### src/serial_port_pkg.sv
// register map, field positions and timing constants of the serial port
// assumes a 100 MHz sys_clk and an Avalon-MM slave with byte addresses
package serial_port_pkg;

  // ****************
  // register byte offsets
  // ****************
  localparam logic [5:0] OFF_INTERRUPT_CONTROL         = 6'h00,
                         OFF_PERIPHERAL_FLAGS_ONE      = 6'h04,
                         OFF_PERIPHERAL_ENABLES_ONE    = 6'h08,
                         OFF_PERIPHERAL_PRIORITY_ONE   = 6'h0c,
                         OFF_RECEIVE_STATUS_CONTROL    = 6'h10,
                         OFF_TRANSMIT_BUFFER           = 6'h14,
                         OFF_TRANSMIT_STATUS_CONTROL   = 6'h18,
                         OFF_BAUD_CONTROL              = 6'h1c,
                         OFF_BAUD_DIVISOR_HIGH         = 6'h20,
                         OFF_RECEIVE_BUFFER            = 6'h24,
                         OFF_BAUD_DIVISOR_LOW          = 6'h28;

  // ****************
  // field positions
  // ****************
  localparam int B_GIE = 7, B_PERIPHERAL_IRQ_ENABLE = 6;
  localparam int B_RC_IRQ = 5, B_TX_IRQ = 4;
  localparam int B_SERIAL_PORT_ENABLE = 7, B_RX9 = 6, B_CONTINUOUS_RX_ENABLE = 4, B_ADDRESS_DETECT_ENABLE = 3,
                 B_FRAMING_ERROR = 2, B_OVERRUN_ERROR = 1, B_RX_NINTH_BIT_VALUE = 0;
  localparam int B_TX9 = 6, B_TRANSMIT_ENABLE = 5, B_SYNC = 4, B_HIGH_SPEED_BAUD = 2,
                 B_SHIFT_REG_EMPTY = 1, B_TX_NINTH_BIT_VALUE = 0;
  localparam int B_RCIDL = 6, B_RX_POLARITY_INVERT = 5, B_TX_POLARITY_INVERT = 4, B_SIXTEEN_BIT_BAUD = 3;

  // ****************
  // timing
  // ****************
  localparam int CLK_PERIOD_NS    = 10;
  localparam int INSTR_CYCLE_NS   = 40;
  localparam int INSTR_CYCLE_CLKS = (INSTR_CYCLE_NS + CLK_PERIOD_NS - 1) / CLK_PERIOD_NS;
  localparam logic [2:0] TCY_LAST   = 3'(INSTR_CYCLE_CLKS - 1);
  localparam logic [3:0] TICK_LAST  = 4'hf;
  localparam logic [3:0] TICK_MID   = 4'h7;
  localparam logic [3:0] FRAME_BITS_8 = 4'ha;
  localparam logic [3:0] FRAME_BITS_9 = 4'hb;
  localparam logic [3:0] RX_LAST_8  = 4'h7;
  localparam logic [3:0] RX_LAST_9  = 4'h8;
  localparam logic [1:0] PRESCALE_X64_LAST = 2'h3;
  localparam int TX_FRAME_W = 11;
  localparam int RX_SHIFT_W = 9;

endpackage

### src/serial_baud_gen.sv
// baud rate generator: one-cycle pulse at sixteen times the bit rate
// assumes divisor and mode bits held stable by software while in use
`timescale 1ns/1ps
module serial_baud_gen
  import serial_port_pkg::*;
(
  input  wire logic       sys_clk,
  input  wire logic       rst_b,
  input  wire logic       enable,
  input  wire logic       high_speed_baud,
  input  wire logic       sixteen_bit_baud,
  input  wire logic [7:0] baud_divisor_high,
  input  wire logic [7:0] baud_divisor_low,
  output logic            sample_tick
);

  typedef struct packed {
    logic [15:0] cnt;
    logic [1:0]  pre;
    logic        tick;
  } baud_state_t;

  baud_state_t s_q;
  baud_state_t s_d;
  logic [15:0] divisor;

  always_comb begin
    s_d = s_q;
    s_d.tick = 1'b0;
    divisor = sixteen_bit_baud ? {baud_divisor_high, baud_divisor_low}
                               : {8'h00, baud_divisor_low};
    if (!enable) begin
      s_d.cnt = divisor;
      s_d.pre = 2'h0;
    end else if (s_d.cnt == 16'h0000) begin
      s_d.cnt = divisor;
      // x64 clock needs a further divide by four for the x16 sampler
      if (!high_speed_baud && !sixteen_bit_baud) begin
        s_d.pre = s_d.pre + 2'h1;
        s_d.tick = (s_q.pre == PRESCALE_X64_LAST);
      end else begin
        s_d.tick = 1'b1;
      end
    end else begin
      s_d.cnt = s_q.cnt - 16'h0001;
    end
  end

  always_ff @(posedge sys_clk or negedge rst_b) begin
    if (!rst_b) begin
      s_q <= '0;
    end else begin
      s_q <= s_d;
    end
  end

  assign sample_tick = s_q.tick;

endmodule

### src/serial_tx_rx.sv
// asynchronous serial transmitter and receiver with Avalon-MM registers
// assumes rx_pin is asynchronous to sys_clk and tx_pin drives a line directly
//
// Behaviour
// - shift register loads from buffer only after stop bit, only if buffer full
// - buffer to shift register transfer lasts one instruction cycle, then flag rises
// - buffer empty flag sets regardless of its enable; writes to the flag register cannot clear it
// - cleared buffer empty flag is valid by the second instruction cycle
// - read-only shift register empty bit, no interrupt from it
// - transmit polarity bit inverts the tx line
// - setting transmit enable sets the buffer empty flag
// - ninth transmit bit sent after eight data bits when enabled
// - writing the buffer with transmit enabled starts transmission
// - receiver samples at sixteen times the bit rate
// - receive polarity bit inverts rx before data recovery
// - ninth received bit captured in receive status register
// - reception runs only while continuous receive enable is set
// - receive complete flag set per character, interrupt if enabled
// - clearing continuous receive enable clears receive errors
// - received byte read from the receive data register
// - address detect needs nine-bit mode; software clears it once addressed
// - frame is start bit, eight or nine data bits, stop bit
// - both directions shift least significant bit first
// - baud generator runs at 16 or 64 times the bit rate
`timescale 1ns/1ps
module serial_tx_rx
  import serial_port_pkg::*;
(
  input  wire logic        sys_clk,
  input  wire logic        rst_b,
  input  wire logic [5:0]  avs_address,
  input  wire logic        avs_read,
  input  wire logic        avs_write,
  input  wire logic [31:0] avs_writedata,
  output logic      [31:0] avs_readdata,
  output logic             avs_waitrequest,
  input  wire logic        rx_pin,
  output logic             tx_pin,
  output logic             irq_request
);

  // ****************
  // state
  // ****************
  typedef enum logic [1:0] {TX_IDLE, TX_LOAD, TX_SHIFT} tx_state_t;
  typedef enum logic [1:0] {RX_IDLE, RX_START, RX_DATA, RX_STOP} rx_state_t;

  typedef struct packed {
    logic                    waitreq;
    logic [31:0]             rdata;
    logic                    irq;
    logic                    global_irq_enable;
    logic                    peripheral_irq_enable;
    logic                    rx_irq_enable;
    logic                    tx_irq_enable;
    logic                    rx_irq_priority;
    logic                    tx_irq_priority;
    logic                    serial_port_enable;
    logic                    rx_ninth_bit_enable;
    logic                    continuous_rx_enable;
    logic                    address_detect_enable;
    logic                    framing_error;
    logic                    overrun_error;
    logic                    rx_ninth_bit_value;
    logic                    tx_ninth_bit_enable;
    logic                    transmit_enable;
    logic                    sync_mode;
    logic                    high_speed_baud;
    logic                    tx_ninth_bit_value;
    logic                    rx_polarity_invert;
    logic                    tx_polarity_invert;
    logic                    sixteen_bit_baud;
    logic [7:0]              baud_divisor_high;
    logic [7:0]              baud_divisor_low;
    logic [7:0]              tx_buffer;
    logic                    buf_full;
    logic                    tx_buffer_empty_flag;
    logic [7:0]              rx_buffer;
    logic                    rx_complete_flag;
    tx_state_t               txs;
    logic [TX_FRAME_W-1:0]   tx_shift_reg;
    logic [3:0]              tx_bits;
    logic [3:0]              tx_tick;
    logic [2:0]              tcy_cnt;
    logic                    tx_line;
    logic                    tx_out;
    logic [2:0]              rx_sync;
    logic                    rx_level;
    rx_state_t               rxs;
    logic [3:0]              rx_tick;
    logic [3:0]              rx_bits;
    logic [RX_SHIFT_W-1:0]   rx_shift;
  } port_state_t;

  port_state_t s_q;
  port_state_t s_d;
  logic        sample_tick;
  logic        async_on;
  logic        bus_req;
  logic        taken;
  logic [7:0]  wd;
  logic [7:0]  rv;
  logic        rx_in;
  logic        ninth;
  logic [7:0]  rx_byte;

  function automatic logic reg_hit(input logic [5:0] a, input logic [5:0] off);
    reg_hit = (a == off);
  endfunction

  // ****************
  // baud generator
  // ****************
  serial_baud_gen u_baud (
    .sys_clk           (sys_clk),
    .rst_b             (rst_b),
    .enable            (async_on),
    .high_speed_baud   (s_q.high_speed_baud),
    .sixteen_bit_baud  (s_q.sixteen_bit_baud),
    .baud_divisor_high (s_q.baud_divisor_high),
    .baud_divisor_low  (s_q.baud_divisor_low),
    .sample_tick       (sample_tick)
  );

  // port does async work only when enabled and not in synchronous mode
  assign async_on = s_q.serial_port_enable && !s_q.sync_mode;
  assign bus_req  = avs_read || avs_write;
  assign taken    = bus_req && !s_q.waitreq;
  assign wd       = avs_writedata[7:0];

  // ****************
  // next state
  // ****************
  always_comb begin
    s_d = s_q;
    rv = 8'h00;
    rx_in = 1'b1;
    ninth = 1'b0;
    rx_byte = 8'h00;

    // bus slave: answer one cycle after the request is seen
    s_d.waitreq = !(bus_req && s_q.waitreq);
    if (bus_req && s_q.waitreq) begin
      unique case (avs_address)
        OFF_INTERRUPT_CONTROL: begin
          rv[B_GIE] = s_q.global_irq_enable;
          rv[B_PERIPHERAL_IRQ_ENABLE] = s_q.peripheral_irq_enable;
        end
        OFF_PERIPHERAL_FLAGS_ONE: begin
          rv[B_RC_IRQ] = s_q.rx_complete_flag;
          rv[B_TX_IRQ] = s_q.tx_buffer_empty_flag;
        end
        OFF_PERIPHERAL_ENABLES_ONE: begin
          rv[B_RC_IRQ] = s_q.rx_irq_enable;
          rv[B_TX_IRQ] = s_q.tx_irq_enable;
        end
        OFF_PERIPHERAL_PRIORITY_ONE: begin
          rv[B_RC_IRQ] = s_q.rx_irq_priority;
          rv[B_TX_IRQ] = s_q.tx_irq_priority;
        end
        OFF_RECEIVE_STATUS_CONTROL: begin
          rv[B_SERIAL_PORT_ENABLE] = s_q.serial_port_enable;
          rv[B_RX9] = s_q.rx_ninth_bit_enable;
          rv[B_CONTINUOUS_RX_ENABLE] = s_q.continuous_rx_enable;
          rv[B_ADDRESS_DETECT_ENABLE] = s_q.address_detect_enable;
          rv[B_FRAMING_ERROR] = s_q.framing_error;
          rv[B_OVERRUN_ERROR] = s_q.overrun_error;
          rv[B_RX_NINTH_BIT_VALUE] = s_q.rx_ninth_bit_value;
        end
        OFF_TRANSMIT_BUFFER: rv = s_q.tx_buffer;
        OFF_TRANSMIT_STATUS_CONTROL: begin
          rv[B_TX9] = s_q.tx_ninth_bit_enable;
          rv[B_TRANSMIT_ENABLE] = s_q.transmit_enable;
          rv[B_SYNC] = s_q.sync_mode;
          rv[B_HIGH_SPEED_BAUD] = s_q.high_speed_baud;
          rv[B_SHIFT_REG_EMPTY] = (s_q.txs != TX_SHIFT);
          rv[B_TX_NINTH_BIT_VALUE] = s_q.tx_ninth_bit_value;
        end
        OFF_BAUD_CONTROL: begin
          rv[B_RCIDL] = (s_q.rxs == RX_IDLE);
          rv[B_RX_POLARITY_INVERT] = s_q.rx_polarity_invert;
          rv[B_TX_POLARITY_INVERT] = s_q.tx_polarity_invert;
          rv[B_SIXTEEN_BIT_BAUD] = s_q.sixteen_bit_baud;
        end
        OFF_BAUD_DIVISOR_HIGH: rv = s_q.baud_divisor_high;
        OFF_RECEIVE_BUFFER: rv = s_q.rx_buffer;
        OFF_BAUD_DIVISOR_LOW: rv = s_q.baud_divisor_low;
        default: rv = 8'h00;
      endcase
      s_d.rdata = {24'h000000, rv};
    end

    // register writes; flag register bits are read-only
    if (taken && avs_write) begin
      if (reg_hit(avs_address, OFF_INTERRUPT_CONTROL)) begin
        s_d.global_irq_enable = wd[B_GIE];
        s_d.peripheral_irq_enable = wd[B_PERIPHERAL_IRQ_ENABLE];
      end
      if (reg_hit(avs_address, OFF_PERIPHERAL_ENABLES_ONE)) begin
        s_d.rx_irq_enable = wd[B_RC_IRQ];
        s_d.tx_irq_enable = wd[B_TX_IRQ];
      end
      if (reg_hit(avs_address, OFF_PERIPHERAL_PRIORITY_ONE)) begin
        s_d.rx_irq_priority = wd[B_RC_IRQ];
        s_d.tx_irq_priority = wd[B_TX_IRQ];
      end
      if (reg_hit(avs_address, OFF_RECEIVE_STATUS_CONTROL)) begin
        s_d.serial_port_enable = wd[B_SERIAL_PORT_ENABLE];
        s_d.rx_ninth_bit_enable = wd[B_RX9];
        s_d.continuous_rx_enable = wd[B_CONTINUOUS_RX_ENABLE];
        s_d.address_detect_enable = wd[B_ADDRESS_DETECT_ENABLE];
        if (!wd[B_CONTINUOUS_RX_ENABLE]) begin
          s_d.framing_error = 1'b0;
          s_d.overrun_error = 1'b0;
        end
      end
      if (reg_hit(avs_address, OFF_TRANSMIT_BUFFER)) begin
        s_d.tx_buffer = wd;
        s_d.buf_full = 1'b1;
      end
      if (reg_hit(avs_address, OFF_TRANSMIT_STATUS_CONTROL)) begin
        s_d.tx_ninth_bit_enable = wd[B_TX9];
        s_d.transmit_enable = wd[B_TRANSMIT_ENABLE];
        s_d.sync_mode = wd[B_SYNC];
        s_d.high_speed_baud = wd[B_HIGH_SPEED_BAUD];
        s_d.tx_ninth_bit_value = wd[B_TX_NINTH_BIT_VALUE];
      end
      if (reg_hit(avs_address, OFF_BAUD_CONTROL)) begin
        s_d.rx_polarity_invert = wd[B_RX_POLARITY_INVERT];
        s_d.tx_polarity_invert = wd[B_TX_POLARITY_INVERT];
        s_d.sixteen_bit_baud = wd[B_SIXTEEN_BIT_BAUD];
      end
      if (reg_hit(avs_address, OFF_BAUD_DIVISOR_HIGH)) begin
        s_d.baud_divisor_high = wd;
      end
      if (reg_hit(avs_address, OFF_BAUD_DIVISOR_LOW)) begin
        s_d.baud_divisor_low = wd;
      end
    end

    // reading the receive buffer frees it
    if (taken && avs_read && reg_hit(avs_address, OFF_RECEIVE_BUFFER)) begin
      s_d.rx_complete_flag = 1'b0;
    end

    // ****************
    // transmitter
    // ****************
    if (!(async_on && s_q.transmit_enable)) begin
      s_d.txs = TX_IDLE;
      s_d.tx_line = 1'b1;
    end else begin
      unique case (s_q.txs)
        TX_IDLE: begin
          if (s_q.buf_full) begin
            s_d.txs = TX_LOAD;
            s_d.tcy_cnt = 3'h0;
          end
        end
        TX_LOAD: begin
          s_d.tcy_cnt = s_q.tcy_cnt + 3'h1;
          if (s_q.tcy_cnt == TCY_LAST) begin
            // stop, ninth or extra stop, data lsb first, start
            s_d.tx_shift_reg = {1'b1,
                                s_q.tx_ninth_bit_enable ? s_q.tx_ninth_bit_value : 1'b1,
                                s_q.tx_buffer, 1'b0};
            s_d.tx_bits = s_q.tx_ninth_bit_enable ? FRAME_BITS_9 : FRAME_BITS_8;
            // a write landing with the load refills the buffer: set wins
            s_d.buf_full = taken && avs_write && reg_hit(avs_address, OFF_TRANSMIT_BUFFER);
            s_d.tx_tick = 4'h0;
            s_d.tx_line = 1'b0;
            s_d.txs = TX_SHIFT;
          end
        end
        TX_SHIFT: begin
          if (sample_tick) begin
            s_d.tx_tick = s_q.tx_tick + 4'h1;
            if (s_q.tx_tick == TICK_LAST) begin
              s_d.tx_shift_reg = {1'b1, s_q.tx_shift_reg[TX_FRAME_W-1:1]};
              s_d.tx_line = s_d.tx_shift_reg[0];
              s_d.tx_bits = s_q.tx_bits - 4'h1;
              if (s_q.tx_bits == 4'h1) begin
                s_d.tx_line = 1'b1;
                s_d.txs = s_q.buf_full ? TX_LOAD : TX_IDLE;
                s_d.tcy_cnt = 3'h0;
              end
            end
          end
        end
        default: s_d.txs = TX_IDLE;
      endcase
    end
    s_d.tx_out = s_d.tx_line ^ s_q.tx_polarity_invert;

    // flag follows the buffer one clock late, well inside two cycles
    s_d.tx_buffer_empty_flag = s_q.transmit_enable && !s_q.buf_full;

    // ****************
    // receiver
    // ****************
    s_d.rx_sync = {s_q.rx_sync[1:0], rx_pin};
    if (s_q.rx_sync[1] == s_q.rx_sync[2]) begin
      s_d.rx_level = s_q.rx_sync[2];
    end
    rx_in = s_q.rx_level ^ s_q.rx_polarity_invert;

    if (!(async_on && s_q.continuous_rx_enable)) begin
      s_d.rxs = RX_IDLE;
    end else if (sample_tick) begin
      s_d.rx_tick = s_q.rx_tick + 4'h1;
      unique case (s_q.rxs)
        RX_IDLE: begin
          s_d.rx_tick = 4'h0;
          if (!rx_in) begin
            s_d.rxs = RX_START;
          end
        end
        RX_START: begin
          if (s_q.rx_tick == TICK_MID) begin
            s_d.rxs = rx_in ? RX_IDLE : RX_DATA;
            s_d.rx_tick = 4'h0;
            s_d.rx_bits = 4'h0;
          end
        end
        RX_DATA: begin
          if (s_q.rx_tick == TICK_LAST) begin
            s_d.rx_shift = {rx_in, s_q.rx_shift[RX_SHIFT_W-1:1]};
            s_d.rx_bits = s_q.rx_bits + 4'h1;
            if (s_q.rx_bits == (s_q.rx_ninth_bit_enable ? RX_LAST_9 : RX_LAST_8)) begin
              s_d.rxs = RX_STOP;
            end
          end
        end
        RX_STOP: begin
          if (s_q.rx_tick == TICK_LAST) begin
            s_d.rxs = RX_IDLE;
            ninth = s_q.rx_ninth_bit_enable && s_q.rx_shift[RX_SHIFT_W-1];
            rx_byte = s_q.rx_ninth_bit_enable ? s_q.rx_shift[7:0]
                                              : s_q.rx_shift[RX_SHIFT_W-1:1];
            // address detect drops data characters
            if (!(s_q.address_detect_enable && s_q.rx_ninth_bit_enable
                  && !ninth)) begin
              if (s_d.rx_complete_flag) begin
                s_d.overrun_error = 1'b1;
              end else begin
                s_d.rx_buffer = rx_byte;
                s_d.rx_ninth_bit_value = ninth;
                s_d.framing_error = !rx_in;
                s_d.rx_complete_flag = 1'b1;
              end
            end
          end
        end
        default: s_d.rxs = RX_IDLE;
      endcase
    end

    s_d.irq = s_q.global_irq_enable && s_q.peripheral_irq_enable
              && ((s_q.rx_complete_flag && s_q.rx_irq_enable)
                  || (s_q.tx_buffer_empty_flag && s_q.tx_irq_enable));
  end

  // ****************
  // registers
  // ****************
  always_ff @(posedge sys_clk or negedge rst_b) begin
    if (!rst_b) begin
      s_q <= '0;
      s_q.waitreq <= 1'b1;
      s_q.tx_line <= 1'b1;
      s_q.tx_out <= 1'b1;
      s_q.rx_sync <= 3'h7;
      s_q.rx_level <= 1'b1;
    end else begin
      s_q <= s_d;
    end
  end

  assign avs_readdata    = s_q.rdata;
  assign avs_waitrequest = s_q.waitreq;
  assign tx_pin          = s_q.tx_out;
  assign irq_request     = s_q.irq;

endmodule

### config.mk
export PLATFORM = sky130hd
export DESIGN_NAME = serial_tx_rx
export DESIGN_NICKNAME = d
export VERILOG_FILES = /design/src/serial_port_pkg.sv /design/src/serial_baud_gen.sv /design/src/serial_tx_rx.sv
export SDC_FILE = /design/constraint.sdc
export NUM_CORES = 1
export LEC_CHECK = 0
export ABC_AREA = 1
export BUFFER_PORTS_ARGS = -buffer_cell sky130_fd_sc_hd__buf_2
export CORE_MARGIN = 2
export CORE_UTILIZATION = 30
export DETAILED_ROUTE_END_ITERATION = 8
export GPL_TIMING_DRIVEN = 0
export SYNTH_ARGS = -nofsm -noshare
export SYNTH_HDL_FRONTEND = slang
export SYNTH_SLANG_ARGS = --single-unit
### constraint.sdc
create_clock -name sys_clk -period 3.21 [get_ports sys_clk]
set_clock_uncertainty 0.1 [all_clocks]
set_input_delay 0.642 -clock sys_clk [delete_from_list [all_inputs] [get_ports sys_clk]]
set_output_delay 0.642 -clock sys_clk [all_outputs]
set_load 0.02 [all_outputs]
==> run_summary.xml, run 1 <==
<?xml version="1.0" encoding="UTF-8"?>
<metrics>
  <group name="pwr">
    <metric name="clkPwrFrac" unit="%">47.1</metric>
    <metric name="lkg_pwr" unit="nW">4.041</metric>
    <metric name="power.share.combinational" unit="%">14.2</metric>
    <metric name="switching_share" unit="%">26.97</metric>
    <metric name="cell_internal_pwr" unit="mW">3.511</metric>
    <metric name="sequentialPowerShare" unit="%">38.6</metric>
    <metric name="pwr_density_cell" unit="mW/mm^2">576.3</metric>
    <metric name="max-vdd-ir-drop" unit="V">0.0003209</metric>
    <metric name="power_switching" unit="mW">1.297</metric>
  </group>
  <group name="timing">
    <metric name="worst_case_headroom_to_the_max_slew_limit" unit="%">61.69</metric>
    <metric name="setup_violations" unit="">0</metric>
    <metric name="final.min_clock_period" unit="ps">2023</metric>
    <metric name="fin_crit_sh" unit="%">63.03</metric>
    <metric name="final-hold-violation-count" unit="">0</metric>
    <metric name="worstMarginPinSlew" unit="ps">574.7</metric>
    <metric name="worst_hold_slack" unit="ps">76.40</metric>
    <metric name="final_number_of_max_transition_violations" unit="">0</metric>
    <metric name="grt_setup_unrepaired" unit="">no</metric>
    <metric name="top_achievable_clock_speed" unit="MHz">494.3</metric>
    <metric name="setup_ws" unit="ps">1187</metric>
  </group>
  <group name="floorplan">
    <metric name="floorplan.core_area" unit="mm^2">0.02278</metric>
    <metric name="io_pins" unit="">78</metric>
    <metric name="die_h" unit="um">156.8</metric>
    <metric name="die_width" unit="um">156.8</metric>
    <metric name="die-area" unit="mm^2">0.02459</metric>
    <metric name="rows" unit="">55</metric>
    <metric name="floorplan.initialDensity" unit="%">30.76</metric>
  </group>
  <group name="cts">
    <metric name="clk_pin_slew" unit="ps">60</metric>
    <metric name="htree_num_levels" unit="">4</metric>
    <metric name="tritoncts" unit="">done</metric>
    <metric name="total_of_cells_resized_after_clock_tree_synthesis" unit="">0</metric>
    <metric name="clock_tree.root_cell" unit="">sky130_fd_sc_hd__clkbuf_16</metric>
    <metric name="postCtsHoldBufs" unit="">0</metric>
    <metric name="clk-insertion-delay-late" unit="ps">430</metric>
    <metric name="cts_buffers" unit="">17</metric>
    <metric name="setup_fix_bufs_post_cts" unit="">0</metric>
    <metric name="cts-root-to-sink-buffers" unit="">2</metric>
    <metric name="clock-sinks" unit="">133</metric>
  </group>
  <group name="setup_path">
    <metric name="setup.worst_path.end_class" unit="">flip-flop</metric>
    <metric name="largest_fanout_on_the_critical_path" unit="">10</metric>
    <metric name="timing.critical_path.arrival" unit="ps">2220</metric>
    <metric name="crit_path_start_kind" unit="">flip-flop</metric>
    <metric name="critical_path_class" unit="">reg2reg</metric>
    <metric name="critPathRequiredTime" unit="ps">3410</metric>
  </group>
  <group name="grt">
    <metric name="number_of_global_route_vias_before_repair" unit="">5375</metric>
    <metric name="grt_overflow_total" unit="">0</metric>
    <metric name="global_route_wire_length_before_repair" unit="um">28440</metric>
    <metric name="grtUsageTotal" unit="%">14.95</metric>
    <metric name="number_of_antenna_violations_at_the_first_check_in_global_routing" unit="">0</metric>
    <metric name="grt_start_max_net_pins" unit="">77</metric>
  </group>
  <group name="finish">
    <metric name="fraction_of_final_layout_cells_with_drive_strength_greater_than_1" unit="%">17.33</metric>
    <metric name="nets_final" unit="">996</metric>
    <metric name="area_growth_from_synthesis_to_layout" unit="%">19.07</metric>
    <metric name="antennaDiodeCount" unit="">0</metric>
    <metric name="final_cell_mix" unit="">223 x sky130_fd_sc_hd__nand2_1, 126 x sky130_fd_sc_hd__dfrtp_1, 98 x sky130_fd_sc_hd__o21ai_0, 89 x sky130_fd_sc_hd__inv_1, 68 x sky130_fd_sc_hd__nor2_1</metric>
    <metric name="mostFrequentLayoutCell" unit="">sky130_fd_sc_hd__nand2_1</metric>
    <metric name="layoutNonFillerInstCount" unit="">1265</metric>
  </group>
  <group name="yosys">
    <metric name="synthesis.area" unit="mm^2">0.007007</metric>
    <metric name="yosysWarnings" unit="">0</metric>
    <metric name="synth.avg_cell_area" unit="um^2">8.082</metric>
    <metric name="synth_cells" unit="">867</metric>
    <metric name="synthArstFlopShare" unit="%">100.0</metric>
    <metric name="synth-edff-count" unit="">0</metric>
    <metric name="ys.flop_type" unit="">sky130_fd_sc_hd__dfrtp_1</metric>
    <metric name="post_synthesis_sequential_area_ratio" unit="%">47.63</metric>
    <metric name="postSynthRegisterBits" unit="">133</metric>
    <metric name="synth_cell_type_count" unit="">41</metric>
  </group>
  <group name="drt">
    <metric name="detail_route.wirelength" unit="um">17440</metric>
    <metric name="drc" unit="">0</metric>
    <metric name="drt_first_iter_violations" unit="">412</metric>
    <metric name="first_pass_iters" unit="">5</metric>
    <metric name="wire_per_inst" unit="um">13.78</metric>
    <metric name="detailroute.via_count" unit="">5775</metric>
    <metric name="route.antenna.remaining_nets" unit="">0</metric>
    <metric name="routed_via_density" unit="">4.565</metric>
  </group>
  <group name="place">
    <metric name="post-place-ws" unit="ps">978.8</metric>
    <metric name="placedCellCount" unit="">1233</metric>
    <metric name="finalWeightedCongestion" unit="">0.8895</metric>
    <metric name="post-dp-hpwl" unit="um">12800</metric>
    <metric name="numPortBuffers" unit="">29</metric>
  </group>
  <group name="run">
    <metric name="drv.max_cap_violation_count" unit="">0</metric>
  </group>
  <group name="hold_path">
    <metric name="min_path_type" unit="">in2async</metric>
  </group>
  <group name="run_status">
    <metric name="status" unit="">complete, no violations</metric>
  </group>
</metrics>
## through the flow
| step | utilization [%] | instance area [um^2] | setup TNS [ps] | power (mW) |
|---|---|---|---|---|
| floorplan | - | 7093 | 0 | 2.360 |
| global placement | 33.50 | 7630 | -66570 | 2.546 |
| detailed placement | 33.64 | 7664 | 0 | 2.566 |
| CTS | 36.63 | 8343 | 0 | 4.837 |
| global route | 36.63 | 8343 | 0 | 5.027 |
| finish | 36.63 | 8343 | 0 | 4.808 |
## cell families (layout without fill, tap and decap cells)
| family | count (synthesis) | after routing | synth area share [%] |
|---|---|---|---|
| buffers and inverters | 147 | 209 | 10.18 |
| xor gates and xnor gates | 8 | 8 | 0.9999 |
| DFF | 133 | 133 | 47.62 |
| and+or+nand+nor | 402 | 402 | 25.55 |
| adders and majority gates | 15 | 15 | 2.643 |
| AOI/OAI and AO/OA | 161 | 161 | 12.95 |
| other | 1 | 24 | 0.05352 |
## metal layers
metal  up-vias  track usage (%)  share of wire [%]  routed length (um)
met4         0            4.806                2.0                 356
met3        28            3.351                4.6                 799
li1       2911                -                  -                   -
met1      2706            20.03                 47                8201
met2       130            23.96                 46                8078
met5         -                0                  0                   0
## layout make-up
class | instances | area [um^2]
Fill cell | 2379 | 14440
Sequential cell | 133 | 3337
Multi-Input combinational cell | 610 | 3043
Clock buffer | 19 | 452.9
Tap cell | 313 | 391.6
Buffer | 53 | 360.3
Inverter | 94 | 352.8
Clock inverter | 13 | 226.5
Timing Repair Buffer | 30 | 178.9
## flip-flops by register name, indices dropped and copies added, names as in the netlist
| name | flops |
|---|---|
| irq_request | 1 |
| avs_readdata | 8 |
| avs_waitrequest | 1 |
| u_baud.sample_tick | 1 |
| s_d | 2 |
| tx_pin | 1 |
| s_q | 101 |
| u_baud.s_q | 18 |
## critical path, stage by stage, from the launching register on
cell and delay [ps]:
sky130_fd_sc_hd__dfrtp_1 400, sky130_fd_sc_hd__inv_1 110, sky130_fd_sc_hd__ha_1 160, sky130_fd_sc_hd__buf_2 170
sky130_fd_sc_hd__inv_2 80, sky130_fd_sc_hd__nand2_1 150, sky130_fd_sc_hd__nand4_4 170, sky130_fd_sc_hd__nor2_4 210
sky130_fd_sc_hd__buf_2 240, sky130_fd_sc_hd__o21ai_0 110
## synth_stat cells, types with 5 or more instances
cell type | instances | share of area [%]
sky130_fd_sc_hd__dfrtp_1 | 126 | 45
sky130_fd_sc_hd__buf_2 | 8 | 0.57
sky130_fd_sc_hd__nor2_4 | 7 | 1.1
sky130_fd_sc_hd__clkbuf_1 | 6 | 0.32
sky130_fd_sc_hd__o22ai_1 | 6 | 0.54
sky130_fd_sc_hd__o21ai_0 | 98 | 7.0
sky130_fd_sc_hd__nand2_2 | 6 | 0.54
sky130_fd_sc_hd__dfstp_2 | 7 | 2.6
sky130_fd_sc_hd__nand2_1 | 223 | 12
sky130_fd_sc_hd__o21ai_2 | 17 | 2.1
sky130_fd_sc_hd__inv_2 | 5 | 0.27
sky130_fd_sc_hd__buf_4 | 36 | 3.9
sky130_fd_sc_hd__nand3_1 | 61 | 4.4
sky130_fd_sc_hd__nor2_1 | 68 | 3.6
sky130_fd_sc_hd__a21oi_1 | 30 | 2.1
sky130_fd_sc_hd__inv_1 | 89 | 4.8
sky130_fd_sc_hd__ha_1 | 14 | 2.5
sky130_fd_sc_hd__nand4_1 | 16 | 1.4
## final timing paths
kind,from,to,slack (ps),depth (start not counted)
max in group asynchronous,rst_b,tx_pin,2120,2
setup / recovery,s_q[47],s_q[40],1190,9
hold / removal,rst_b,s_q[9],80,1
hold reg to reg,s_d[21],s_d[22],260,0
setup reg to reg,s_q[47],s_q[40],1190,9
min in group sys_clk,rx_pin,s_d[21],220,1
## power groups by stage
| stage | logic [mW] | clock network, mW | registers, mW |
|---|---|---|---|
| final | 0.684 | 2.27 | 1.86 |
| after global routing | 0.781 | 2.38 | 1.87 |
| after CTS | 0.688 | 2.29 | 1.86 |
| after detailed placement | 0.681 | 0 | 1.89 |
| after global placement | 0.662 | 0 | 1.88 |
| after floorplan | 0.497 | 0 | 1.86 |
No activity file was read; power rests on OpenSTA's default activity.
==> run 2, diff against run 1 <==
clock period = 1.95 ns   (was 3.21 ns; I/O delays follow)
==> run 2 against run 1 <==
  * Sequential share of layout area down 0.61 points
  * Die area unchanged
  * Critical path type unchanged
  * Sequential cell count unchanged
  * Design area up 1.6%
  * Via count up 0.88%
  * Fmax up 8.8%
  * Total power up 66%
  * Non-clock buffer count up 9
  * Clock power up 65%
  * Critical path depth down 1
  * Combinational power up 74%
  * Setup slack worse by 1100 ps
  * Largest cell class unchanged
==> run_summary.xml, run 2 (same netlist as run 1, synthesis figures left out) <==
<?xml version="1.0" encoding="UTF-8"?>
<metrics>
  <group name="setup_path">
    <metric name="worstPathCellList" unit="">buf_4 -&gt; ha_1 -&gt; nand2_1 -&gt; nand4_4 -&gt; nor2_4 -&gt; buf_4 -&gt; o211ai_1 -&gt; o21ai_0</metric>
    <metric name="setup.worst_path.end_class" unit="">flip-flop</metric>
    <metric name="timing.critical_path.arrival" unit="ps">2110</metric>
    <metric name="timing.critical_path.slowest_stage_cell" unit="">sky130_fd_sc_hd__dfrtp_1</metric>
    <metric name="critical_path_class" unit="">reg2reg</metric>
    <metric name="worst-path-buf-inv" unit="">2</metric>
    <metric name="largest_fanout_on_the_critical_path" unit="">8</metric>
    <metric name="cp_top_family" unit="">simple AND/OR/NAND/NOR gates</metric>
    <metric name="cpPeakStageDelay" unit="ps">380</metric>
    <metric name="crit_path_start_kind" unit="">flip-flop</metric>
    <metric name="critPathRequiredTime" unit="ps">2200</metric>
    <metric name="timing.critical_path.mode_cell" unit="">sky130_fd_sc_hd__buf_4</metric>
  </group>
  <group name="cts">
    <metric name="clock-sinks" unit="">133</metric>
    <metric name="cts-root-to-sink-buffers" unit="">2</metric>
    <metric name="tritoncts" unit="">done</metric>
    <metric name="cts_buffers" unit="">17</metric>
    <metric name="clk-insertion-delay-late" unit="ps">430</metric>
    <metric name="clock_tree.root_cell" unit="">sky130_fd_sc_hd__clkbuf_16</metric>
    <metric name="clk_pin_slew" unit="ps">60</metric>
    <metric name="htree_num_levels" unit="">4</metric>
  </group>
  <group name="floorplan">
    <metric name="die-area" unit="mm^2">0.02459</metric>
    <metric name="die_h" unit="um">156.8</metric>
    <metric name="floorplan.core_area" unit="mm^2">0.02278</metric>
    <metric name="rows" unit="">55</metric>
    <metric name="floorplan.initialDensity" unit="%">30.76</metric>
    <metric name="die_width" unit="um">156.8</metric>
    <metric name="io_pins" unit="">78</metric>
  </group>
  <group name="drt">
    <metric name="routed_via_density" unit="">4.573</metric>
    <metric name="drt_first_iter_violations" unit="">423</metric>
    <metric name="route.antenna.remaining_nets" unit="">0</metric>
    <metric name="first_pass_iters" unit="">5</metric>
    <metric name="drc" unit="">0</metric>
    <metric name="detailroute.via_count" unit="">5826</metric>
    <metric name="wire_per_inst" unit="um">13.88</metric>
    <metric name="detail_route.wirelength" unit="um">17690</metric>
  </group>
  <group name="grt">
    <metric name="number_of_antenna_violations_at_the_first_check_in_global_routing" unit="">0</metric>
    <metric name="number_of_global_route_vias_before_repair" unit="">5385</metric>
    <metric name="grt_start_max_net_pins" unit="">77</metric>
    <metric name="grtUsageTotal" unit="%">15.00</metric>
    <metric name="grt_overflow_total" unit="">0</metric>
    <metric name="global_route_wire_length_before_repair" unit="um">28510</metric>
  </group>
  <group name="finish">
    <metric name="final_area" unit="mm^2">0.008476</metric>
    <metric name="utilization_of_the_core_after_routing" unit="%">37.21</metric>
    <metric name="mostFrequentLayoutCell" unit="">sky130_fd_sc_hd__nand2_1</metric>
    <metric name="antennaDiodeCount" unit="">0</metric>
    <metric name="nets_final" unit="">1005</metric>
    <metric name="area_growth_from_synthesis_to_layout" unit="%">20.96</metric>
    <metric name="final_cell_mix" unit="">220 x sky130_fd_sc_hd__nand2_1, 125 x sky130_fd_sc_hd__dfrtp_1, 96 x sky130_fd_sc_hd__o21ai_0, 88 x sky130_fd_sc_hd__inv_1, 64 x sky130_fd_sc_hd__nor2_1</metric>
    <metric name="largest_reg_flops" unit="">101</metric>
    <metric name="regMostFlops" unit="">s_q</metric>
    <metric name="fraction_of_final_layout_cells_with_drive_strength_greater_than_1" unit="%">19.25</metric>
    <metric name="layoutNonFillerInstCount" unit="">1274</metric>
  </group>
  <group name="place">
    <metric name="numPortBuffers" unit="">29</metric>
    <metric name="finalWeightedCongestion" unit="">0.8895</metric>
    <metric name="placedCellCount" unit="">1233</metric>
    <metric name="placed_cell_area" unit="mm^2">0.007664</metric>
    <metric name="post-place-ws" unit="ps">-88.49</metric>
    <metric name="post-dp-hpwl" unit="um">12800</metric>
  </group>
  <group name="pwr">
    <metric name="max-vdd-ir-drop" unit="V">0.0005326</metric>
    <metric name="lkg_pwr" unit="nW">4.103</metric>
    <metric name="finalPower" unit="mW">7.991</metric>
    <metric name="pwr_density_cell" unit="mW/mm^2">942.8</metric>
  </group>
  <group name="timing">
    <metric name="finalSetupTns" unit="ps">0</metric>
    <metric name="final.min_clock_period" unit="ps">1859</metric>
    <metric name="setup_ws" unit="ps">90.63</metric>
    <metric name="setup_violations" unit="">0</metric>
    <metric name="final-hold-violation-count" unit="">0</metric>
    <metric name="grt_setup_unrepaired" unit="">yes</metric>
    <metric name="fin_crit_sh" unit="%">95.35</metric>
    <metric name="worst_hold_slack" unit="ps">133.6</metric>
    <metric name="worst_case_headroom_to_the_max_slew_limit" unit="%">62.59</metric>
    <metric name="worstMarginPinSlew" unit="ps">561.2</metric>
    <metric name="top_achievable_clock_speed" unit="MHz">537.8</metric>
    <metric name="final_number_of_max_transition_violations" unit="">0</metric>
  </group>
  <group name="run">
    <metric name="drv.max_cap_violation_count" unit="">0</metric>
  </group>
  <group name="run_status">
    <metric name="status" unit="">complete, no violations</metric>
  </group>
  <group name="hold_path">
    <metric name="min_path_type" unit="">in2reg</metric>
  </group>
</metrics>
[run 2: cell types whose count changed in the layout (fill, tap and decap cells not counted), moves of 2 or more]
| cell | before | now |
|---|---|---|
| sky130_fd_sc_hd__nand2_1 | 223 | 220 |
| sky130_fd_sc_hd__buf_4 | 36 | 42 |
| sky130_fd_sc_hd__o21ai_0 | 98 | 96 |
| sky130_fd_sc_hd__nor2_2 | 4 | 7 |
| sky130_fd_sc_hd__nor2_1 | 68 | 64 |
| sky130_fd_sc_hd__o21ai_1 | 2 | 4 |
| sky130_fd_sc_hd__buf_6 | 3 | 6 |
| sky130_fd_sc_hd__dlygate4sd3_1 | 0 | 2 |
| sky130_fd_sc_hd__clkbuf_2 | 1 | 3 |
| sky130_fd_sc_hd__nand2_2 | 6 | 8 |
| sky130_fd_sc_hd__clkbuf_1 | 6 | 3 |
[run 2: cell type report]
| cell class | count | area (um^2) |
|---|---|---|
| clock buffers | 19 | 452.9 |
| fillers | 2365 | 14300 |
| clock inverters | 13 | 226.5 |
| plain buffers | 53 | 376.6 |
| well taps | 313 | 391.6 |
| flip-flops and latches | 133 | 3338 |
| inverters | 94 | 352.8 |
| repair buffers | 39 | 255.2 |
| multi-input cells | 610 | 3082 |
[run 2: worst register-to-register path, cell delays in order (launching register included)]
cell	delay, ps
sky130_fd_sc_hd__dfrtp_1	380
sky130_fd_sc_hd__buf_4	140
sky130_fd_sc_hd__ha_1	240
sky130_fd_sc_hd__nand2_1	190
sky130_fd_sc_hd__nand4_4	150
sky130_fd_sc_hd__nor2_4	250
sky130_fd_sc_hd__buf_4	170
sky130_fd_sc_hd__o211ai_1	80
sky130_fd_sc_hd__o21ai_0	80
[run 2: final timing paths]
kind | start | to | slack, ps | cells after the start
min reg2reg | s_d[21] | s_d[22] | 260 | 0
max | s_q[47] | s_q[45] | 90 | 8
max reg2reg | s_q[47] | s_q[45] | 90 | 8
max in group asynchronous | rst_b | tx_pin | 540 | 3
min | avs_read | avs_waitrequest | 130 | 2
min in group asynchronous | rst_b | s_q[9] | 390 | 2
[run 2: what timing repair did]
item | 4_1_cts | 5_1_grt
hold buffers | 2 | 0
pin swaps | 1 | 2
setup endpoints to repair | 18 | 43
setup buffers | 2 | 3
gates cloned | 0 | 2
endpoints found under the hold margin | 54 | 0
resized for setup | 6 | 23
[run 2: report_power, final]
| part | total, mW | switching (mW) | internal, mW |
|---|---|---|---|
| Clock | 3.74 | 1.28 | 2.46 |
| Combinational | 1.19 | 0.762 | 0.427 |
| Sequential | 3.06 | 0.134 | 2.92 |
[run 2: layer usage]
layer / part of all wire [%] / global-route usage (%)
met1: 47 / 20.08
met2: 48 / 24.08
met3: 3.9 / 3.351
met4: 1.5 / 4.806
met5: 0 / 0
==> run 3, diff against run 2 <==
GPL_TIMING_DRIVEN = unset   (was 0)
==> run 3 against run 2 <==
  * Routed wire length is 3.3% lower
  * Utilization is 1.2 points lower
  * First-iteration DRC count is 5.7% lower
  * Count of clock-buffer cells in the layout is 1 higher
  * Via count is 3.0% lower
  * Sequential share of layout area is 1.3 points higher
  * Register-to-register slack better by 50 ps
  * Worst hold slack better by 35 ps
  * Largest power group unchanged
  * Highest routed layer unchanged
==> run_summary.xml, run 3 (same netlist as run 1, synthesis figures left out) <==
<?xml version="1.0" encoding="UTF-8"?>
<metrics>
  <group name="drt">
    <metric name="route.antenna.remaining_nets" unit="">0</metric>
    <metric name="drc" unit="">0</metric>
    <metric name="wire_per_inst" unit="um">13.71</metric>
    <metric name="routed_via_density" unit="">4.534</metric>
    <metric name="drt_first_iter_violations" unit="">399</metric>
    <metric name="detailroute.via_count" unit="">5654</metric>
    <metric name="detail_route.wirelength" unit="um">17100</metric>
    <metric name="first_pass_iters" unit="">5</metric>
  </group>
  <group name="finish">
    <metric name="largest_reg_flops" unit="">101</metric>
    <metric name="antennaDiodeCount" unit="">0</metric>
    <metric name="nets_final" unit="">978</metric>
    <metric name="area_growth_from_synthesis_to_layout" unit="%">16.93</metric>
    <metric name="mostFrequentLayoutCell" unit="">sky130_fd_sc_hd__nand2_1</metric>
    <metric name="layout.filler_cells" unit="">2400</metric>
    <metric name="fraction_of_final_layout_cells_with_drive_strength_greater_than_1" unit="%">16.27</metric>
    <metric name="final_cell_mix" unit="">223 x sky130_fd_sc_hd__nand2_1, 126 x sky130_fd_sc_hd__dfrtp_1, 98 x sky130_fd_sc_hd__o21ai_0, 89 x sky130_fd_sc_hd__inv_1, 67 x sky130_fd_sc_hd__nor2_1</metric>
    <metric name="regMostFlops" unit="">s_q</metric>
  </group>
  <group name="floorplan">
    <metric name="io_pins" unit="">78</metric>
    <metric name="rows" unit="">55</metric>
    <metric name="floorplan.initialDensity" unit="%">30.76</metric>
    <metric name="die_width" unit="um">156.8</metric>
    <metric name="floorplan.core_area" unit="mm^2">0.02278</metric>
    <metric name="die-area" unit="mm^2">0.02459</metric>
    <metric name="die_h" unit="um">156.8</metric>
  </group>
  <group name="grt">
    <metric name="grt_start_max_net_pins" unit="">36</metric>
    <metric name="number_of_global_route_vias_before_repair" unit="">5301</metric>
    <metric name="grtUsageTotal" unit="%">14.66</metric>
    <metric name="grt_overflow_total" unit="">0</metric>
    <metric name="number_of_antenna_violations_at_the_first_check_in_global_routing" unit="">0</metric>
    <metric name="global_route_wire_length_before_repair" unit="um">27850</metric>
  </group>
  <group name="place">
    <metric name="post-dp-hpwl" unit="um">12720</metric>
    <metric name="finalWeightedCongestion" unit="">0.9122</metric>
    <metric name="numPortBuffers" unit="">29</metric>
    <metric name="post-place-ws" unit="ps">129.1</metric>
  </group>
  <group name="setup_path">
    <metric name="timing.critical_path.arrival" unit="ps">2050</metric>
    <metric name="critPathRequiredTime" unit="ps">2190</metric>
    <metric name="worst-r2r-setup-slack" unit="ps">140</metric>
    <metric name="largest_fanout_on_the_critical_path" unit="">7</metric>
    <metric name="rr_startpoint" unit="">s_q[47]</metric>
    <metric name="crit_path_start_kind" unit="">flip-flop</metric>
    <metric name="regToRegEndpoint" unit="">s_q[44]</metric>
    <metric name="worst_r2r_path_depth" unit="">9</metric>
    <metric name="critical_path_class" unit="">reg2reg</metric>
    <metric name="setup.worst_path.end_class" unit="">flip-flop</metric>
  </group>
  <group name="cts">
    <metric name="clk-insertion-delay-late" unit="ps">430</metric>
    <metric name="clock-sinks" unit="">133</metric>
    <metric name="clock_tree.root_cell" unit="">sky130_fd_sc_hd__clkbuf_16</metric>
    <metric name="tritoncts" unit="">done</metric>
    <metric name="htree_num_levels" unit="">4</metric>
    <metric name="cts-root-to-sink-buffers" unit="">2</metric>
    <metric name="clk_pin_slew" unit="ps">60</metric>
    <metric name="cts_buffers" unit="">17</metric>
  </group>
  <group name="pwr">
    <metric name="power.share.combinational" unit="%">15.0</metric>
    <metric name="cell_internal_pwr" unit="mW">5.223</metric>
    <metric name="pwr_density_cell" unit="mW/mm^2">891.9</metric>
    <metric name="lkg_pwr" unit="nW">3.924</metric>
    <metric name="finalPower" unit="mW">7.307</metric>
    <metric name="clkPwrFrac" unit="%">43.1</metric>
    <metric name="max-vdd-ir-drop" unit="V">0.0004700</metric>
    <metric name="power_switching" unit="mW">2.084</metric>
    <metric name="sequentialPowerShare" unit="%">41.9</metric>
    <metric name="switching_share" unit="%">28.52</metric>
  </group>
  <group name="timing">
    <metric name="finalSetupTns" unit="ps">0</metric>
    <metric name="final.min_clock_period" unit="ps">1811</metric>
    <metric name="top_achievable_clock_speed" unit="MHz">552.1</metric>
    <metric name="grt_setup_unrepaired" unit="">yes</metric>
    <metric name="final-hold-violation-count" unit="">0</metric>
    <metric name="setup_ws" unit="ps">138.7</metric>
    <metric name="fin_crit_sh" unit="%">92.89</metric>
    <metric name="setup_violations" unit="">0</metric>
    <metric name="final_number_of_max_transition_violations" unit="">0</metric>
  </group>
  <group name="hold_path">
    <metric name="min_delay_path_depth" unit="">3</metric>
    <metric name="hold_start" unit="">avs_read</metric>
    <metric name="min_to" unit="">avs_waitrequest</metric>
    <metric name="min_path_type" unit="">in2reg</metric>
  </group>
  <group name="run_status">
    <metric name="status" unit="">complete, no violations</metric>
  </group>
  <group name="run">
    <metric name="drv.max_cap_violation_count" unit="">0</metric>
  </group>
</metrics>
run 3: timing repair:
action,in CTS,in global routing
resized for setup,0,5
endpoints found under the setup margin,0,26
hold endpoints to repair,31,0
setup buffers,0,3
hold buffers,2,0
run 3: area by class of cell:
cell class                      instances  area (um^2)  area share [%]
Sequential cell                       133         3337           40.73
Tap cell                              313        391.6           4.780
Multi-Input combinational cell        611         3062           37.37
Clock buffer                           20        446.7           5.452
Inverter                               94        352.8           4.307
Clock inverter                         12        130.1           1.588
Timing Repair Buffer                   64        473.0           5.773
run 3: how the worst max path moves through the flow:
stage                  from  endpoint  slack (ps)  depth (start not counted)
floorplan           s_q[47]   s_q[45]         230                          9
global placement    s_q[47]   s_q[34]         130                          9
detailed placement  s_q[47]   s_q[42]         130                          8
CTS                 s_q[47]   s_q[44]         110                          9
global route        s_q[14]   s_q[93]         -10                          8
finish              s_q[47]   s_q[44]         140                          9
run 3: power groups by stage:
stage	clock network, mW	registers [mW]	logic, mW
global route	3.35	3.08	1.26
global placement	0	3.10	1.08
floorplan	0	3.07	0.818
CTS	3.22	3.06	1.11
finish	3.15	3.06	1.10
detailed placement	0	3.10	1.10
run 3: critical path: stages, from the launching register on:
cell and delay (ps):
sky130_fd_sc_hd__dfrtp_1 390, sky130_fd_sc_hd__inv_1 110, sky130_fd_sc_hd__ha_2 260, sky130_fd_sc_hd__inv_2 50, sky130_fd_sc_hd__nand2_1 140, sky130_fd_sc_hd__nand4_4 130, sky130_fd_sc_hd__nor2_4 250, sky130_fd_sc_hd__buf_4 170
sky130_fd_sc_hd__nand2_1 50, sky130_fd_sc_hd__o21ai_0 70
run 3: routing by layer:
metal / vias to the layer above / track usage (%) / routed length [um]
met5: - / 0 / 0
met4: 0 / 4.937 / 319
met3: 26 / 3.545 / 645
met2: 94 / 24.00 / 8147
met1: 2665 / 18.97 / 7982
li1: 2869 / - / -
run 3: through the flow:
stage          cell area [um^2]  std cells  utilization [%]  hold WS (ps)
6_report                   8193       1247            35.97         169.1
5_1_grt                    8193       1247            35.97         179.2
4_1_cts                    8148       1243            35.77         160.7
3_5_place_dp               7551       1209            33.15         213.7
3_3_place_gp               7551       1209            33.15         213.1
2_1_floorplan              7093        890                -        -5.591
